File: src/verilog/tcp_pkg.sv
// Constants for the timer compare / PWM / one-pulse channel.
// Assumes a 32-bit APB slave with 12-bit byte addresses and one aligned word per register.
package tcp_pkg;

  localparam int unsigned ADDR_W = 12;
  localparam int unsigned DATA_W = 32;
  localparam int unsigned CNT_W  = 16;

  // Register byte offsets
  localparam logic [11:0] OFS_CONTROL = 12'h000;
  localparam logic [11:0] OFS_EVENT   = 12'h004;
  localparam logic [11:0] OFS_MODE    = 12'h008;
  localparam logic [11:0] OFS_OUTPUT  = 12'h00c;
  localparam logic [11:0] OFS_COUNT   = 12'h010;
  localparam logic [11:0] OFS_RELOAD  = 12'h014;
  localparam logic [11:0] OFS_COMPARE = 12'h018;
  localparam logic [11:0] OFS_FLAG    = 12'h01c;
  localparam logic [11:0] OFS_MASK    = 12'h020;

  // Control register fields
  localparam int unsigned BIT_CEN  = 0;
  localparam int unsigned BIT_DIR  = 1;
  localparam int unsigned POS_CMS  = 2;
  localparam int unsigned BIT_OPM  = 4;
  localparam int unsigned BIT_ARBE = 5;
  // Event register
  localparam int unsigned BIT_UG   = 0;
  // Mode register
  localparam int unsigned POS_OCM  = 0;
  localparam int unsigned BIT_OCBE = 3;
  // Output register
  localparam int unsigned BIT_CCE  = 0;
  localparam int unsigned BIT_CCP  = 1;
  // Flag and mask registers
  localparam int unsigned BIT_MATCH = 0;

  // Output compare mode codes
  localparam logic [2:0] OCM_FROZEN   = 3'h0;
  localparam logic [2:0] OCM_ACTIVE   = 3'h1;
  localparam logic [2:0] OCM_INACTIVE = 3'h2;
  localparam logic [2:0] OCM_TOGGLE   = 3'h3;
  localparam logic [2:0] OCM_FORCE_LO = 3'h4;
  localparam logic [2:0] OCM_FORCE_HI = 3'h5;
  localparam logic [2:0] OCM_PWM1     = 3'h6;
  localparam logic [2:0] OCM_PWM2     = 3'h7;

  // Center-align select codes
  localparam logic [1:0] CMS_EDGE = 2'h0;
  localparam logic [1:0] CMS_DOWN = 2'h1;
  localparam logic [1:0] CMS_UP   = 2'h2;
  localparam logic [1:0] CMS_BOTH = 2'h3;

  // Reset values
  localparam logic [15:0] RST_RELOAD  = 16'hffff;
  localparam logic [15:0] RST_COMPARE = 16'h0000;
  localparam logic [15:0] RST_COUNT   = 16'h0000;

endpackage

File: src/verilog/tcp_timer_channel.sv
// Timer counter with one compare channel: compare actions, PWM modes 1/2,
// edge and center alignment, one-pulse stop, shadowed compare and reload values.
// Assumes an APB master on pclk; the counter ticks once per pclk while enabled.
`timescale 1ns/1ps

module tcp_timer_channel
  import tcp_pkg::*;
(
  input  wire logic                        pclk,
  input  wire logic                        presetn,
  input  wire logic                        psel,
  input  wire logic                        penable,
  input  wire logic                        pwrite,
  input  wire logic [tcp_pkg::ADDR_W-1:0]  paddr,
  input  wire logic [tcp_pkg::DATA_W-1:0]  pwdata,
  output logic      [tcp_pkg::DATA_W-1:0]  prdata,
  output logic                             pready,
  output logic                             pslverr,
  output logic                             match_irq,
  output logic                             channel_output_pin,
  output logic                             channel_output_pin_oe
);

  import tcp_pkg::*;

  typedef struct packed {
    logic [15:0] cnt;
    logic [15:0] arr_buf;
    logic [15:0] arr_sh;
    logic [15:0] ccr_buf;
    logic [15:0] ccr_sh;
    logic        cen;
    logic        dir;
    logic [1:0]  cms;
    logic        single_pulse_mode;
    logic        arbe;
    logic [2:0]  ocm;
    logic        ocbe;
    logic        cce;
    logic        ccp;
    logic        flag;
    logic        mask;
    logic        irq;
    logic        ref_lvl;
    logic        pwm_prev;
    logic [2:0]  ocm_prev;
    logic        pin;
    logic        pin_oe;
    logic [31:0] rdata;
  } tcp_state_type;

  tcp_state_type st;
  tcp_state_type next_st;

  logic wr_access;
  logic rd_setup;
  logic ctrl_wr;
  logic mode_wr;
  logic cnt_wr;
  logic ug;
  logic uev_cnt;
  logic update_event;
  logic match;
  logic match_qual;
  logic pwm_lvl;

  function automatic logic reg_hit(input logic [11:0] a);
    case (a)
      OFS_CONTROL, OFS_EVENT, OFS_MODE, OFS_OUTPUT, OFS_COUNT,
      OFS_RELOAD, OFS_COMPARE, OFS_FLAG, OFS_MASK: reg_hit = 1'b1;
      default: reg_hit = 1'b0;
    endcase
  endfunction

  // PWM mode 1 level, inverted for mode 2; direction picks the comparison sense
  function automatic logic pwm_level(input logic down, input logic [15:0] c,
                                     input logic [15:0] cmp, input logic inv);
    logic lvl;
    lvl = down ? (c <= cmp) : (c < cmp);
    pwm_level = lvl ^ inv;
  endfunction

  function automatic logic flag_dir_ok(input logic [1:0] cms, input logic down);
    case (cms)
      CMS_EDGE: flag_dir_ok = 1'b1;
      CMS_DOWN: flag_dir_ok = down;
      CMS_UP:   flag_dir_ok = ~down;
      default:  flag_dir_ok = 1'b1;
    endcase
  endfunction

  // Zero wait states: every access phase completes in its first cycle
  assign pready    = 1'b1;
  assign pslverr   = psel & penable & ~reg_hit(paddr);
  assign prdata    = st.rdata;
  assign match_irq = st.irq;
  assign channel_output_pin    = st.pin;
  assign channel_output_pin_oe = st.pin_oe;

  assign wr_access = psel & penable & pwrite & reg_hit(paddr);
  assign rd_setup  = psel & ~penable & ~pwrite;
  assign ctrl_wr   = wr_access & (paddr == OFS_CONTROL);
  assign mode_wr   = wr_access & (paddr == OFS_MODE);
  assign cnt_wr    = wr_access & (paddr == OFS_COUNT);
  assign ug        = wr_access & (paddr == OFS_EVENT) & pwdata[BIT_UG];

  // Match comparison only while counting: a stopped counter would otherwise retoggle every cycle
  assign match      = st.cen & (st.cnt == st.ccr_sh);
  assign match_qual = match & flag_dir_ok(st.cms, st.dir);
  assign pwm_lvl    = pwm_level(st.dir, st.cnt, st.ccr_sh, st.ocm[0]);
  assign update_event        = uev_cnt | ug;

  always_comb begin
    next_st = st;
    uev_cnt = 1'b0;

    // Counter
    if (st.cen) begin
      if (st.cms == CMS_EDGE) begin
        if (!st.dir) begin
          if (st.cnt == st.arr_sh) begin
            next_st.cnt = 16'h0000;
            uev_cnt     = 1'b1;
          end else begin
            next_st.cnt = st.cnt + 16'h0001;
          end
        end else begin
          if (st.cnt == 16'h0000) begin
            next_st.cnt = st.arr_sh;
            uev_cnt     = 1'b1;
          end else begin
            next_st.cnt = st.cnt - 16'h0001;
          end
        end
      end else begin
        // Center mode turns at both ends; direction held from before the start
        if (!st.dir) begin
          if (st.cnt == st.arr_sh) begin
            next_st.cnt = st.cnt - 16'h0001;
            next_st.dir = 1'b1;
            uev_cnt     = 1'b1;
          end else begin
            next_st.cnt = st.cnt + 16'h0001;
          end
        end else begin
          if (st.cnt == 16'h0000) begin
            next_st.cnt = 16'h0001;
            next_st.dir = 1'b0;
            uev_cnt     = 1'b1;
          end else begin
            next_st.cnt = st.cnt - 16'h0001;
          end
        end
      end
    end

    if (uev_cnt && st.single_pulse_mode) begin
      next_st.cen = 1'b0;
    end

    // Forced update reinitialises the counter
    if (ug) begin
      next_st.cnt = (st.cms == CMS_EDGE && st.dir) ? st.arr_buf : 16'h0000;
    end

    // Reference signal; update events are not an input here
    case (st.ocm)
      OCM_FROZEN:   next_st.ref_lvl = st.ref_lvl;
      OCM_ACTIVE:   next_st.ref_lvl = match ? 1'b1 : st.ref_lvl;
      OCM_INACTIVE: next_st.ref_lvl = match ? 1'b0 : st.ref_lvl;
      OCM_TOGGLE:   next_st.ref_lvl = match ? ~st.ref_lvl : st.ref_lvl;
      OCM_FORCE_LO: next_st.ref_lvl = 1'b0;
      OCM_FORCE_HI: next_st.ref_lvl = 1'b1;
      OCM_PWM1, OCM_PWM2: begin
        if (pwm_lvl != st.pwm_prev || st.ocm_prev == OCM_FROZEN) begin
          next_st.ref_lvl = pwm_lvl;
        end
      end
      default: next_st.ref_lvl = st.ref_lvl;
    endcase
    next_st.pwm_prev = pwm_lvl;
    next_st.ocm_prev = st.ocm;

    next_st.pin    = st.cce & (st.ref_lvl ^ st.ccp);
    next_st.pin_oe = st.cce;

    // Register writes
    if (wr_access) begin
      case (paddr)
        OFS_CONTROL: begin
          next_st.cen  = pwdata[BIT_CEN];
          next_st.cms  = pwdata[POS_CMS +: 2];
          next_st.single_pulse_mode  = pwdata[BIT_OPM];
          next_st.arbe = pwdata[BIT_ARBE];
          // Hardware owns the direction in center mode
          if (st.cms == CMS_EDGE) begin
            next_st.dir = pwdata[BIT_DIR];
          end
        end
        OFS_MODE: begin
          next_st.ocm  = pwdata[POS_OCM +: 3];
          next_st.ocbe = pwdata[BIT_OCBE];
        end
        OFS_OUTPUT: begin
          next_st.cce = pwdata[BIT_CCE];
          next_st.ccp = pwdata[BIT_CCP];
        end
        OFS_COUNT: begin
          next_st.cnt = pwdata[15:0];
          if (st.cms != CMS_EDGE && st.cen) begin
            if (pwdata[15:0] == 16'h0000) begin
              next_st.dir = 1'b0;
            end else if (pwdata[15:0] == st.arr_sh) begin
              next_st.dir = 1'b1;
            end
          end
        end
        OFS_RELOAD:  next_st.arr_buf = pwdata[15:0];
        OFS_COMPARE: next_st.ccr_buf = pwdata[15:0];
        OFS_MASK:    next_st.mask    = pwdata[BIT_MATCH];
        default: ;
      endcase
    end

    // Shadows follow the buffers at once unless buffered
    if (update_event || !st.arbe) begin
      next_st.arr_sh = next_st.arr_buf;
    end
    if (update_event || !st.ocbe) begin
      next_st.ccr_sh = next_st.ccr_buf;
    end

    // Set beats a same-cycle write-one clear
    if (wr_access && paddr == OFS_FLAG && pwdata[BIT_MATCH]) begin
      next_st.flag = 1'b0;
    end
    if (match_qual) begin
      next_st.flag = 1'b1;
    end
    next_st.irq = next_st.flag & next_st.mask;

    // Read data is captured in the setup cycle and stands through the access
    if (rd_setup) begin
      next_st.rdata = 32'h0000_0000;
      case (paddr)
        OFS_CONTROL: begin
          next_st.rdata[BIT_CEN]      = st.cen;
          next_st.rdata[BIT_DIR]      = st.dir;
          next_st.rdata[POS_CMS +: 2] = st.cms;
          next_st.rdata[BIT_OPM]      = st.single_pulse_mode;
          next_st.rdata[BIT_ARBE]     = st.arbe;
        end
        OFS_MODE: begin
          next_st.rdata[POS_OCM +: 3] = st.ocm;
          next_st.rdata[BIT_OCBE]     = st.ocbe;
        end
        OFS_OUTPUT: begin
          next_st.rdata[BIT_CCE] = st.cce;
          next_st.rdata[BIT_CCP] = st.ccp;
        end
        OFS_COUNT:   next_st.rdata[15:0]      = st.cnt;
        OFS_RELOAD:  next_st.rdata[15:0]      = st.arr_buf;
        OFS_COMPARE: next_st.rdata[15:0]      = st.ccr_buf;
        OFS_FLAG:    next_st.rdata[BIT_MATCH] = st.flag;
        OFS_MASK:    next_st.rdata[BIT_MATCH] = st.mask;
        default:     next_st.rdata            = 32'h0000_0000;
      endcase
    end
  end

  always_ff @(posedge pclk or negedge presetn) begin
    if (!presetn) begin
      st         <= '0;
      st.cnt     <= RST_COUNT;
      st.arr_buf <= RST_RELOAD;
      st.arr_sh  <= RST_RELOAD;
      st.ccr_buf <= RST_COMPARE;
      st.ccr_sh  <= RST_COMPARE;
    end else begin
      st <= next_st;
    end
  end
endmodule

File: config.mk
export PLATFORM = sky130hd
export DESIGN_NAME = tcp_timer_channel
export DESIGN_NICKNAME = d
export VERILOG_FILES = /design/src/verilog/tcp_pkg.sv /design/src/verilog/tcp_timer_channel.sv
export SDC_FILE = /design/constraint.sdc
export NUM_CORES = 1
export LEC_CHECK = 0
export ABC_AREA = 1
export BUFFER_PORTS_ARGS = -buffer_cell sky130_fd_sc_hd__buf_2
export CORE_UTILIZATION = 41
export CTS_CLUSTER_SIZE = 28
export DETAILED_ROUTE_END_ITERATION = 7
export PLACE_DENSITY = 0.7
export SYNTH_ARGS = -nofsm -noshare
export SYNTH_HDL_FRONTEND = slang
export SYNTH_SLANG_ARGS = --single-unit
File: constraint.sdc
create_clock -name pclk -period 3.83 [get_ports pclk]
set_input_delay 0.383 -clock pclk [delete_from_list [all_inputs] [get_ports pclk]]
set_output_delay 0.383 -clock pclk [all_outputs]
set_load 0.01 [all_outputs]
==> tab_implementation.tex, run 1 <==
\begin{tabular}{lr}
\hline
Metric & Value \\
\hline
\multicolumn{2}{l}{\textbf{Job}} \\
Count of max-cap constraint violations & 0 \\
\multicolumn{2}{l}{\textbf{Routing}} \\
ANT nets after route & 0 \\
Via-to-Cell Ratio & 5.33 \\
Vias after detailed routing & 7833 \\
Routed wire length & 25300 um \\
Detailed-routing iteration count for the pre-antenna-repair pass & 6 \\
DRC violation count after routing & 0 \\
Average wire per standard cell & 17.2 um \\
Starting DRT DRC Count & 583 \\
\multicolumn{2}{l}{\textbf{Cells and area}} \\
Most common cell after layout, fill and taps aside & sky130\_fd\_sc\_hd\_\_nand2\_1 \\
Layout-stage area growth over the synthesis result & 10.2\% \\
Fraction of layout instances using a drive strength above 1 & 15.6\% \\
Number of nets in the layout & 1261 \\
Number of filler cells placed in the layout & 1976 \\
Top library cells by usage in the layout, fill and taps aside & sky130\_fd\_sc\_hd\_\_nand2\_1 (385), sky130\_fd\_sc\_hd\_\_inv\_1 (120), sky130\_fd\_sc\_hd\_\_o21ai\_0 (90) \\
Cell area after layout & 9070 um2 \\
Antenna cell count & 0 \\
\multicolumn{2}{l}{\textbf{Min path}} \\
Type of the tightest min-delay check & input pin to asynchronous set/reset pin \\
\multicolumn{2}{l}{\textbf{CTS}} \\
Postcts setup bufs & 0 \\
Cts hold-fix bufs & 0 \\
Worst-path clk slew & 0.06 ns \\
TritonCTS buffer count & 17 \\
CTS tree & done \\
Post-CTS Resized & 0 \\
H-tree levels & 4 \\
TritonCTS sink count & 118 \\
CTS Buffer Depth & 2 \\
Insertion delay to the later sink of the worst-skew pair & 0.43 ns \\
Buffer cell driving the clock tree root & sky130\_fd\_sc\_hd\_\_clkbuf\_16 \\
\multicolumn{2}{l}{\textbf{Timing}} \\
Post-route setup slack & 0.849 ns \\
Worst clock skew & 0.00782 ns \\
Final Hold Fails & 0 \\
Relative slew slack & 47.7\% \\
Final worst path period share & 77.8\% \\
Final setup violation count & 0 \\
Unrepaired setup endpoints after global routing & false \\
Fin crit period & 2.98 ns \\
Final max-slew violation count & 0 \\
Max frequency & 335 MHz \\
Sum of negative setup slack & 0 ns \\
Actual slew at the worst max-slew pin & 0.784 ns \\
\multicolumn{2}{l}{\textbf{Placed design}} \\
HPWL Detailed & 18200 um \\
Gp weighted congestion & 1.02 \\
Buffers added on ports & 52 \\
Post-Place Cell Area & 8500 um2 \\
Worst slack at placement & 0.957 ns \\
\multicolumn{2}{l}{\textbf{Worst setup path}} \\
R2r setup slk & 0.85 ns \\
Required arrival time at the worst endpoint & 4.19 ns \\
Slowest cell on the critical path & sky130\_fd\_sc\_hd\_\_dfrtp\_1 \\
Worst EP arrival & 3.34 ns \\
Crit path top cell by count & sky130\_fd\_sc\_hd\_\_nand2\_1 \\
Critical Setup Path Class & flop to flop \\
Family of cells with the greatest summed delay on the critical path & simple AND/OR/NAND/NOR gates \\
Peak per-stage delay on the critical path & 0.59 ns \\
Ordered list of cells on the worst path & inv\_1 > nand2\_1 > nand2\_1 > nor2\_1 > nand2\_1 > nor2\_1 > nand2\_1 > nand2\_2 > nand3\_2 > nand3\_2 > inv\_2 > nand2\_1 > nand2\_1 \\
Worst setup SP type & flop \\
Bufs and invs on worst path & 2 \\
Kind of end point of the critical path & flop \\
Maximum fanout along the worst path & 17 \\
\multicolumn{2}{l}{\textbf{Synthesis}} \\
Count of different cell masters after synthesis & 47 \\
EDFF count, synth & 0 \\
Largest cells by area after synthesis & sky130\_fd\_sc\_hd\_\_dfrtp\_1 (26\%), sky130\_fd\_sc\_hd\_\_nand2\_1 (18\%), sky130\_fd\_sc\_hd\_\_dfstp\_2 (10\%) \\
Sequential area share after synthesis & 36.4\% \\
Yosys warnings & 0 \\
Summed instance area of the synthesized netlist & 8230 um2 \\
Commonest register cell after synthesis & sky130\_fd\_sc\_hd\_\_dfrtp\_1 \\
Portion of synthesized cell area occupied by the leading cell type & 26.1\% \\
Mean instance size in the synthesized netlist & 7.08 um2 \\
Yosys top cell by area & sky130\_fd\_sc\_hd\_\_dfrtp\_1 \\
Post-synth ARST share & 100\% \\
Syn Inst Count & 1163 \\
Synthesis-stage register bit count & 118 \\
\multicolumn{2}{l}{\textbf{Global routing}} \\
Wire length of the first global-routing pass & 39400 um \\
Pin count of the biggest net entering global routing & 60 \\
Number of antenna violations at the first check in global routing & 0 \\
Overall fraction of global-route tracks in use & 25.7\% \\
Overflow left after global routing & 0 \\
Via count of the first global-routing pass & 7266 \\
\multicolumn{2}{l}{\textbf{Pwr}} \\
VDD IR max & 0.308 mV \\
PnR Total Power & 3.35 mW \\
Areal power density over the cells & 369 nW/um2 \\
Standby leakage power & 4.52 nW \\
\multicolumn{2}{l}{\textbf{Floorplanning}} \\
Die area & 20600 um2 \\
I/O pin count & 86 \\
Die span in y & 144 um \\
Core Box Area & 19600 um2 \\
Die Width & 144 um \\
Starting utilization of the core area & 42.0\% \\
Number of cell rows & 51 \\
\multicolumn{2}{l}{\textbf{Outcome}} \\
Result of the run & completed \\
\hline
\end{tabular}
==> report_power, final <==
group          internal (mW)  switching [mW]  total, mW
logic                  0.158           0.301      0.459
clock network          0.940           0.595       1.53
registers               1.28          0.0751       1.35
total                   2.38           0.971       3.35
==> cell usage after synthesis, types with 4 or more instances <==
master,instances
sky130_fd_sc_hd__a21oi_1,31
sky130_fd_sc_hd__a221oi_1,4
sky130_fd_sc_hd__buf_2,15
sky130_fd_sc_hd__buf_4,39
sky130_fd_sc_hd__clkbuf_1,12
sky130_fd_sc_hd__dfrtp_1,86
sky130_fd_sc_hd__dfstp_2,32
sky130_fd_sc_hd__ha_1,21
sky130_fd_sc_hd__inv_1,120
sky130_fd_sc_hd__inv_2,11
sky130_fd_sc_hd__nand2_1,385
sky130_fd_sc_hd__nand3_1,76
sky130_fd_sc_hd__nand3_2,24
sky130_fd_sc_hd__nand3b_1,7
sky130_fd_sc_hd__nand4_1,20
sky130_fd_sc_hd__nor2_1,73
sky130_fd_sc_hd__nor2_2,8
sky130_fd_sc_hd__nor3_1,14
sky130_fd_sc_hd__nor4_1,6
sky130_fd_sc_hd__o21ai_0,90
sky130_fd_sc_hd__o21ai_1,7
sky130_fd_sc_hd__o22ai_1,11
sky130_fd_sc_hd__xnor2_1,7
sky130_fd_sc_hd__xor2_1,29
==> logic make-up after synthesis <==
kind of cell	Yosys count	synth area share, %
compound gates	152	9.91
xor+xnor	36	3.83
fa+ha+maj	21	3.19
buf+inv	207	12.2
flops	118	36.4
other cells	2	0.0912
simple gates	627	34.4
==> path summary, 6_finish.rpt <==
path	startpoint	endpoint	cells past startpoint
max	st[130]	st[101]	13
min	presetn	prdata[0]	1
max reg2reg	st[130]	st[101]	13
min reg2reg	next_st[32]	channel_output_pin_oe	0
max in group asynchronous	presetn	st[102]	2
min in group pclk	pwdata[14]	st[116]	3
==> state kept, by name, indices dropped and copies added (netlist names) <==
register               cells
st                        95
prdata                    16
match_irq                  1
next_st                    4
channel_output_pin_oe      1
channel_output_pin         1
==> layout make-up <==
class	count	area, um2	share of cell area (%)
multi-input cells	853	4290	47.3
flip-flops and latches	118	2990	33.0
inverters	133	502	5.53
clock buffers	21	470	5.19
repair buffers	68	383	4.22
well taps	265	332	3.65
clock inverters	11	100	1.10
==> layer usage <==
metal / track usage [%] / vias up / wire length, um
li1: - / 3745 / -
met1: 33.0 / 3643 / 10800
met2: 40.4 / 369 / 11500
met3: 4.73 / 76 / 1860
met4: 14.9 / 0 / 1120
met5: 0 / - / 0
==> metrics by stage <==
stage / hold slack (ns) / utilization [%] / std cells
2_1_floorplan: 0.0874 / - / 1178
3_3_place_gp: 0.390 / 43.4 / 1437
3_5_place_dp: 0.394 / 43.4 / 1437
4_1_cts: 0.0560 / 46.3 / 1469
5_1_grt: 0.0917 / 46.3 / 1469
6_report: 0.0297 / 46.3 / 1469
Note: power is estimated with default switching activity, not from simulation.
==> run 2, diff against run 1 <==
--- a/config.mk
+++ b/config.mk
@@ -10,7 +10,7 @@
 export CORE_UTILIZATION = 41
 export CTS_CLUSTER_SIZE = 28
 export DETAILED_ROUTE_END_ITERATION = 7
-export PLACE_DENSITY = 0.7
+export PLACE_DENSITY = 0.72
 export SYNTH_ARGS = -nofsm -noshare
 export SYNTH_HDL_FRONTEND = slang
 export SYNTH_SLANG_ARGS = --single-unit
==> constraint.sdc (replaced) <==
create_clock -name pclk -period 2.6 [get_ports pclk]
set_input_delay 0.26 -clock pclk [delete_from_list [all_inputs] [get_ports pclk]]
set_output_delay 0.26 -clock pclk [all_outputs]
set_load 0.01 [all_outputs]
==> run 2 against run 1 <==
Against the previous run:
- sequential share of layout area decreased by 0.98 points
- setup slack got worse by 0.69 ns
- sequential power increased by 48%
- cell area increased by 3.0%
- clock power is 68% higher
- core utilization grew 1.4 points
- total power increased by 57%
- non-clock buffer count up 22
- via count up 1.7%
- global-route usage about the same
- critical path type unchanged
==> tab_implementation.tex, run 2 (synthesis results as in run 1) <==
\begin{tabular}{lr}
\hline
Metric & Value \\
\hline
\multicolumn{2}{l}{\textbf{CTS}} \\
Worst-path clk slew & 0.06 ns (about the same) \\
Buffer cell driving the clock tree root & sky130\_fd\_sc\_hd\_\_clkbuf\_16 \\
CTS tree & done \\
Post-CTS Resized & 0 (unchanged) \\
Insertion delay to the later sink of the worst-skew pair & 0.43 ns (about the same) \\
TritonCTS buffer count & 17 (unchanged) \\
H-tree levels & 4 (unchanged) \\
CTS Buffer Depth & 2 (unchanged) \\
TritonCTS sink count & 118 (unchanged) \\
\multicolumn{2}{l}{\textbf{Placed design}} \\
Buffers added on ports & 52 (unchanged) \\
Worst slack at placement & 0.241 ns (-0.715 ns) \\
Placed insts & 1458 (+1.5\%) \\
Gp weighted congestion & 0.968 (-5.0\%) \\
HPWL Detailed & 18400 um (+1.5\%) \\
\multicolumn{2}{l}{\textbf{Min path}} \\
Type of the tightest min-delay check & input pin to flop \\
Cells on Worst Hold Path & 3 \\
\multicolumn{2}{l}{\textbf{Pwr}} \\
PnR Total Power & 5.25 mW (+57\%) \\
Areal power density over the cells & 562 nW/um2 (+52\%) \\
VDD IR max & 0.427 mV (+39\%) \\
Standby leakage power & 4.68 nW (+3.5\%) \\
\multicolumn{2}{l}{\textbf{Timing}} \\
Unrepaired setup endpoints after global routing & false \\
Worst clock skew & 0.0166 ns (+0.00880 ns) \\
Fin crit period & 2.44 ns (-0.541 ns) \\
Final setup violation count & 0 (unchanged) \\
Relative slew slack & 62.5\% (+15 points) \\
Final worst path period share & 93.8\% (+16 points) \\
Final Hold Fails & 0 (unchanged) \\
Final max-slew violation count & 0 (unchanged) \\
Sum of negative setup slack & 0 ns (unchanged) \\
Max frequency & 410 MHz (+22\%) \\
Actual slew at the worst max-slew pin & 0.562 ns (-0.222 ns) \\
Post-route setup slack & 0.160 ns (-0.689 ns) \\
\multicolumn{2}{l}{\textbf{Cells and area}} \\
Number of flip-flops under the largest register name & 95 (unchanged) \\
Antenna cell count & 0 (unchanged) \\
Largest reg by FF count & st \\
Most common cell after layout, fill and taps aside & sky130\_fd\_sc\_hd\_\_nand2\_1 \\
Fraction of layout instances using a drive strength above 1 & 17.0\% (+1.4 points) \\
Final Core Density & 47.7\% (+1.4 points) \\
Top library cells by usage in the layout, fill and taps aside & sky130\_fd\_sc\_hd\_\_nand2\_1 (385), sky130\_fd\_sc\_hd\_\_inv\_1 (120), sky130\_fd\_sc\_hd\_\_o21ai\_0 (90) \\
Final cell count without fillers & 1491 (+1.5\%) \\
Layout-stage area growth over the synthesis result & 13.6\% \\
Number of nets in the layout & 1283 (+1.7\%) \\
Number of filler cells placed in the layout & 1908 (-3.4\%) \\
\multicolumn{2}{l}{\textbf{Worst setup path}} \\
Maximum fanout along the worst path & 16 (-1) \\
Slowest cell on the critical path & sky130\_fd\_sc\_hd\_\_dfrtp\_1 \\
Crit path top cell by count & sky130\_fd\_sc\_hd\_\_nand2\_1 \\
Ordered list of cells on the worst path & inv\_1 > ha\_1 > nand3\_2 > nor2\_1 > nand2\_1 > nand2\_1 > buf\_4 > nand3\_2 > nand3\_2 > inv\_2 > nand2\_1 > nand2\_1 \\
Critical Setup Path Class & flop to flop \\
Peak per-stage delay on the critical path & 0.62 ns (+0.03 ns) \\
Required arrival time at the worst endpoint & 2.97 ns (-1.22 ns) \\
Worst EP arrival & 2.81 ns (-0.53 ns) \\
Kind of end point of the critical path & flop \\
Worst setup SP type & flop \\
Worst r2r path cells & 12 (-1) \\
\multicolumn{2}{l}{\textbf{Global routing}} \\
Met2 routing resource usage after global routing & 41.1\% (+0.72 points) \\
Overflow left after global routing & 0 (unchanged) \\
Grt met1 use & 33.8\% (+0.87 points) \\
Highest-utilization routing layer at the global route stage & met2 \\
Number of antenna violations at the first check in global routing & 0 (unchanged) \\
Overall fraction of global-route tracks in use & 25.6\% (about the same) \\
Via count of the first global-routing pass & 7408 (+2.0\%) \\
Pin count of the biggest net entering global routing & 44 (-27\%) \\
Met3 track utilization from global routing & 4.43\% (-0.30 points) \\
Wire length of the first global-routing pass & 39900 um (+1.1\%) \\
\multicolumn{2}{l}{\textbf{Outcome}} \\
Result of the run & completed \\
\multicolumn{2}{l}{\textbf{Floorplanning}} \\
Starting utilization of the core area & 42.0\% (unchanged) \\
Die span in y & 144 um (unchanged) \\
Die Width & 144 um (unchanged) \\
I/O pin count & 86 (unchanged) \\
Core Box Area & 19600 um2 (unchanged) \\
Die area & 20600 um2 (unchanged) \\
Number of cell rows & 51 (unchanged) \\
\multicolumn{2}{l}{\textbf{Routing}} \\
Vias after detailed routing & 7967 (+1.7\%) \\
DRC violation count after routing & 0 (unchanged) \\
Starting DRT DRC Count & 806 (+38\%) \\
Average wire per standard cell & 17.0 um (-1.1\%) \\
ANT nets after route & 0 (unchanged) \\
Routed wire length & 25400 um (+0.39\%) \\
Via-to-Cell Ratio & 5.34 (+0.21\%) \\
Detailed-routing iteration count for the pre-antenna-repair pass & 5 (-1) \\
\multicolumn{2}{l}{\textbf{Job}} \\
Count of max-cap constraint violations & 0 (unchanged) \\
\hline
\end{tabular}
run 2: changes by cell type in the layout (fill, tap and decap cells not counted), moves of 2 or more:
cell and delta:
sky130_fd_sc_hd__buf_12 +3, sky130_fd_sc_hd__buf_4 +18, sky130_fd_sc_hd__bufinv_16 +3, sky130_fd_sc_hd__clkinv_2 -2
sky130_fd_sc_hd__clkinvlp_4 -4
run 2: critical path, delay by kind of cell, from the launching register on:
family        cells  cell delay, ns
buf+inv           3            0.64
simple gates      8            0.87
flops             1            0.62
fa+ha+maj         1            0.25
run 2: repair_timing:
action	CTS	global route
setup buffers	0	0
endpoints found under the setup margin	0	0
endpoints found under the hold margin	38	0
hold buffers	1	0
run 2: final timing paths:
| path | startpoint | end | slack [ns] |
|---|---|---|---|
| setup / recovery | st[119] | st[98] | 0.16 |
| hold / removal | pwdata[13] | st[131] | 0.14 |
| setup reg to reg | st[119] | st[98] | 0.16 |
| hold reg to reg | next_st[32] | channel_output_pin_oe | 0.41 |
| max in group asynchronous | presetn | st[87] | 1.47 |
| min in group asynchronous | presetn | prdata[0] | 0.38 |
run 2: cell type report:
cell class / count / area, um2 / share of cell area [%]
multi-input combinational: 853 / 4290 / 45.9
sequential: 118 / 2990 / 32.0
timing repair buffer: 90 / 588 / 6.29
inverter: 133 / 502 / 5.37
clock buffer: 22 / 474 / 5.07
tap: 265 / 332 / 3.55
clock inverter: 10 / 168 / 1.79
run 2: where the power goes:
| part | leakage (nW) | total [mW] | internal [mW] | switching (mW) |
|---|---|---|---|---|
| logic | 2.89 | 0.676 | 0.238 | 0.438 |
| registers | 1.48 | 2.00 | 1.88 | 0.118 |
| clock network | 0.311 | 2.57 | 1.69 | 0.883 |
| total | 4.68 | 5.25 | 3.81 | 1.44 |
run 2: through the flow:
step	instance area, um2	hold WS [ns]
2_1_floorplan	8290	-0.0356
3_3_place_gp	8700	0.281
3_5_place_dp	8700	0.284
4_1_cts	9350	0.134
5_1_grt	9350	0.147
6_report	9350	0.138
run 2: metal layers:
metal	up-vias	share of wire [%]
li1	3788	-
met1	3774	44
met2	352	46
met3	53	6.9
met4	0	3.1
met5	-	0
==> run 3, diff against run 2 <==
--- a/config.mk
+++ b/config.mk
@@ -6,11 +6,12 @@
 export NUM_CORES = 1
 export LEC_CHECK = 0
 export ABC_AREA = 1
-export BUFFER_PORTS_ARGS = -buffer_cell sky130_fd_sc_hd__buf_2
+export BUFFER_PORTS_ARGS = -buffer_cell sky130_fd_sc_hd__buf_4
 export CORE_UTILIZATION = 41
 export CTS_CLUSTER_SIZE = 28
 export DETAILED_ROUTE_END_ITERATION = 7
 export PLACE_DENSITY = 0.72
+export SETUP_SLACK_MARGIN = 0.15
 export SYNTH_ARGS = -nofsm -noshare
 export SYNTH_HDL_FRONTEND = slang
 export SYNTH_SLANG_ARGS = --single-unit
==> run 3 against run 2 <==
Against the previous run:
- clock skew shrank 0.0092 ns
- cell area up 0.84%
- sequential share of layout area down 0.24 points
- total power is 3.4% lower
- sequential power hardly changed
- largest cell class unchanged
- fmax is 5.4% higher
- via count increased by 0.16%
- critical path depth shrank 2
- setup slack gained 0.12 ns
- die area stayed put
- sequential cell count is the same
- critical endpoint is now st[128]
==> tab_implementation.tex, run 3 (synthesis results as in run 1) <==
\begin{tabular}{lr}
\hline
Metric & Value \\
\hline
\multicolumn{2}{l}{\textbf{Outcome}} \\
Result of the run & completed \\
\multicolumn{2}{l}{\textbf{CTS}} \\
H-tree levels & 4 (unchanged) \\
Insertion delay to the later sink of the worst-skew pair & 0.43 ns (about the same) \\
TritonCTS buffer count & 17 (unchanged) \\
Postcts setup bufs & 0 (unchanged) \\
TritonCTS sink count & 118 (unchanged) \\
Buffer cell driving the clock tree root & sky130\_fd\_sc\_hd\_\_clkbuf\_16 \\
CTS tree & done \\
CTS Buffer Depth & 2 (unchanged) \\
Worst-path clk slew & 0.06 ns (about the same) \\
\multicolumn{2}{l}{\textbf{Placed design}} \\
Buffers added on ports & 52 (unchanged) \\
HPWL Detailed & 18600 um (+1.1\%) \\
Post-Place Cell Area & 8820 um2 (+1.5\%) \\
Gp weighted congestion & 0.958 (-0.98\%) \\
\multicolumn{2}{l}{\textbf{Worst setup path}} \\
Worst EP arrival & 2.68 ns (-0.13 ns) \\
Maximum fanout along the worst path & 9 (-7) \\
Worst setup SP type & flop \\
Family of cells with the greatest summed delay on the critical path & simple AND/OR/NAND/NOR gates \\
Ordered list of cells on the worst path & inv\_1 > ha\_1 > nand2\_1 > nor2\_2 > nand2\_1 > nand3\_1 > nand2\_1 > nand3\_1 > nand2\_1 > nand2\_1 \\
Crit path top cell by count & sky130\_fd\_sc\_hd\_\_nand2\_1 \\
Critical Setup Path Class & flop to flop \\
Kind of end point of the critical path & flop \\
Peak per-stage delay on the critical path & 0.50 ns (-0.12 ns) \\
Slowest cell on the critical path & sky130\_fd\_sc\_hd\_\_nor2\_2 \\
Bufs and invs on worst path & 1 (-2) \\
Required arrival time at the worst endpoint & 2.96 ns (about the same) \\
\multicolumn{2}{l}{\textbf{Cells and area}} \\
Number of flip-flops under the largest register name & 95 (unchanged) \\
Total area of multi-input combinational cells & 4300 um2 (+0.12\%) \\
Largest reg by FF count & st \\
Fraction of layout instances using a drive strength above 1 & 17.2\% (+0.24 points) \\
Antenna cell count & 0 (unchanged) \\
Final Core Density & 48.1\% (+0.40 points) \\
Area taken by flip-flops and latches & 3000 um2 (about the same) \\
Cell area after layout & 9430 um2 (+0.84\%) \\
Top library cells by usage in the layout, fill and taps aside & sky130\_fd\_sc\_hd\_\_nand2\_1 (385), sky130\_fd\_sc\_hd\_\_inv\_1 (120), sky130\_fd\_sc\_hd\_\_o21ai\_0 (90) \\
Number of nets in the layout & 1283 (unchanged) \\
Most common cell after layout, fill and taps aside & sky130\_fd\_sc\_hd\_\_nand2\_1 \\
Number of filler cells placed in the layout & 1937 (+1.5\%) \\
Layout-stage area growth over the synthesis result & 14.5\% \\
\multicolumn{2}{l}{\textbf{Timing}} \\
Final setup violation count & 0 (unchanged) \\
Fin crit period & 2.32 ns (-0.125 ns) \\
Final worst path period share & 89.0\% (-4.8 points) \\
Actual slew at the worst max-slew pin & 0.741 ns (+0.179 ns) \\
Unrepaired setup endpoints after global routing & true \\
Worst clock skew & 0.00740 ns (-0.00922 ns) \\
Relative slew slack & 50.6\% (-12 points) \\
Sum of negative setup slack & 0 ns (unchanged) \\
Final Hold Fails & 0 (unchanged) \\
Final max-slew violation count & 0 (unchanged) \\
Max frequency & 432 MHz (+5.4\%) \\
\multicolumn{2}{l}{\textbf{Floorplanning}} \\
Die Width & 144 um (unchanged) \\
I/O pin count & 86 (unchanged) \\
Die area & 20600 um2 (unchanged) \\
Die span in y & 144 um (unchanged) \\
Starting utilization of the core area & 42.0\% (unchanged) \\
Core Box Area & 19600 um2 (unchanged) \\
Number of cell rows & 51 (unchanged) \\
\multicolumn{2}{l}{\textbf{Routing}} \\
Via-to-Cell Ratio & 5.35 (+0.16\%) \\
Average wire per standard cell & 17.2 um (+0.78\%) \\
Vias after detailed routing & 7980 (+0.16\%) \\
DRC violation count after routing & 0 (unchanged) \\
Starting DRT DRC Count & 798 (-0.99\%) \\
ANT nets after route & 0 (unchanged) \\
Detailed-routing iteration count for the pre-antenna-repair pass & 5 (unchanged) \\
Routed wire length & 25600 um (+0.78\%) \\
\multicolumn{2}{l}{\textbf{Pwr}} \\
Clock share of power & 46.5\% (-2.5 points) \\
Combinational share of power & 13.9\% (+1.0 points) \\
VDD IR max & 0.472 mV (+11\%) \\
Areal power density over the cells & 538 nW/um2 (-4.2\%) \\
Standby leakage power & 4.68 nW (about the same) \\
Internal Dissipation & 3.61 mW (-5.3\%) \\
Net switching power of the design & 1.46 mW (+1.6\%) \\
PnR Total Power & 5.07 mW (-3.4\%) \\
Sw Ratio & 28.8\% (+1.4 points) \\
Seq pwr share & 39.5\% (+1.4 points) \\
\multicolumn{2}{l}{\textbf{Global routing}} \\
Pin count of the biggest net entering global routing & 53 (+20\%) \\
Overflow left after global routing & 0 (unchanged) \\
Overall fraction of global-route tracks in use & 26.1\% (+0.49 points) \\
Number of antenna violations at the first check in global routing & 0 (unchanged) \\
Wire length of the first global-routing pass & 40500 um (+1.7\%) \\
Via count of the first global-routing pass & 7657 (+3.4\%) \\
\multicolumn{2}{l}{\textbf{Min path}} \\
Type of the tightest min-delay check & input pin to flop \\
\multicolumn{2}{l}{\textbf{Job}} \\
Count of max-cap constraint violations & 0 (unchanged) \\
\hline
\end{tabular}
==> run 3: cell count changes in the layout (fill, tap and decap cells not counted), sizes merged <==
cell,change
clkinv,+2
bufinv,-2
==> run 3: metrics by stage <==
step                std cells  hold WS [ns]  setup WS (ns)
floorplan                1178       -0.0356          0.679
global placement         1458         0.368          0.314
detailed placement       1458         0.372          0.299
CTS                      1491         0.108          0.280
global route             1491         0.121          0.149
finish                   1491         0.122          0.285
==> run 3: power groups by stage <==
stage / Sequential [mW] / Clock (mW) / Combinational [mW]
after floorplan: 1.96 / 0 / 0.512
after global placement: 2.03 / 0 / 0.685
after detailed placement: 2.03 / 0 / 0.696
after CTS: 2.00 / 2.38 / 0.702
after global routing: 2.01 / 2.47 / 0.801
final: 2.01 / 2.36 / 0.706
==> run 3: area by class of cell <==
| class | instances | share of cell area [%] |
|---|---|---|
| tap | 265 | 3.52 |
| sequential | 118 | 31.8 |
| clock inverter | 10 | 1.29 |
| clock buffer | 22 | 4.92 |
| timing repair buffer | 90 | 7.59 |
| multi-input combinational | 853 | 45.6 |
| inverter | 133 | 5.32 |
==> run 3: what timing repair did <==
item / in CTS / in global routing
resized for setup: 0 / 4
endpoints found under the hold margin: 42 / 0
hold buffers: 1 / 0
endpoints found under the setup margin: 0 / 29
==> run 3: tightest hold or removal path: stages <==
cell and delay (ns):
sky130_fd_sc_hd__buf_4 0.13, sky130_fd_sc_hd__nand2_1 0.06, sky130_fd_sc_hd__nand2_1 0.05
==> run 3: metal layers <==
layer	track usage [%]	vias to the layer above	routed length, um
li1	-	3788	-
met1	32.9	3751	10700
met2	42.8	363	12000
met3	5.43	78	1880
met4	12.1	0	985
met5	0	-	0
==> run 3: final timing paths <==
check	from	end	slack (ns)	cells past startpoint
min reg2reg	next_st[32]	channel_output_pin_oe	0.42	0
min	pwdata[5]	st[123]	0.12	3
min in group asynchronous	presetn	prdata[0]	0.44	2
max in group asynchronous	presetn	st[101]	1.43	3
max reg2reg	st[50]	st[128]	0.28	10
max	st[50]	st[128]	0.28	10
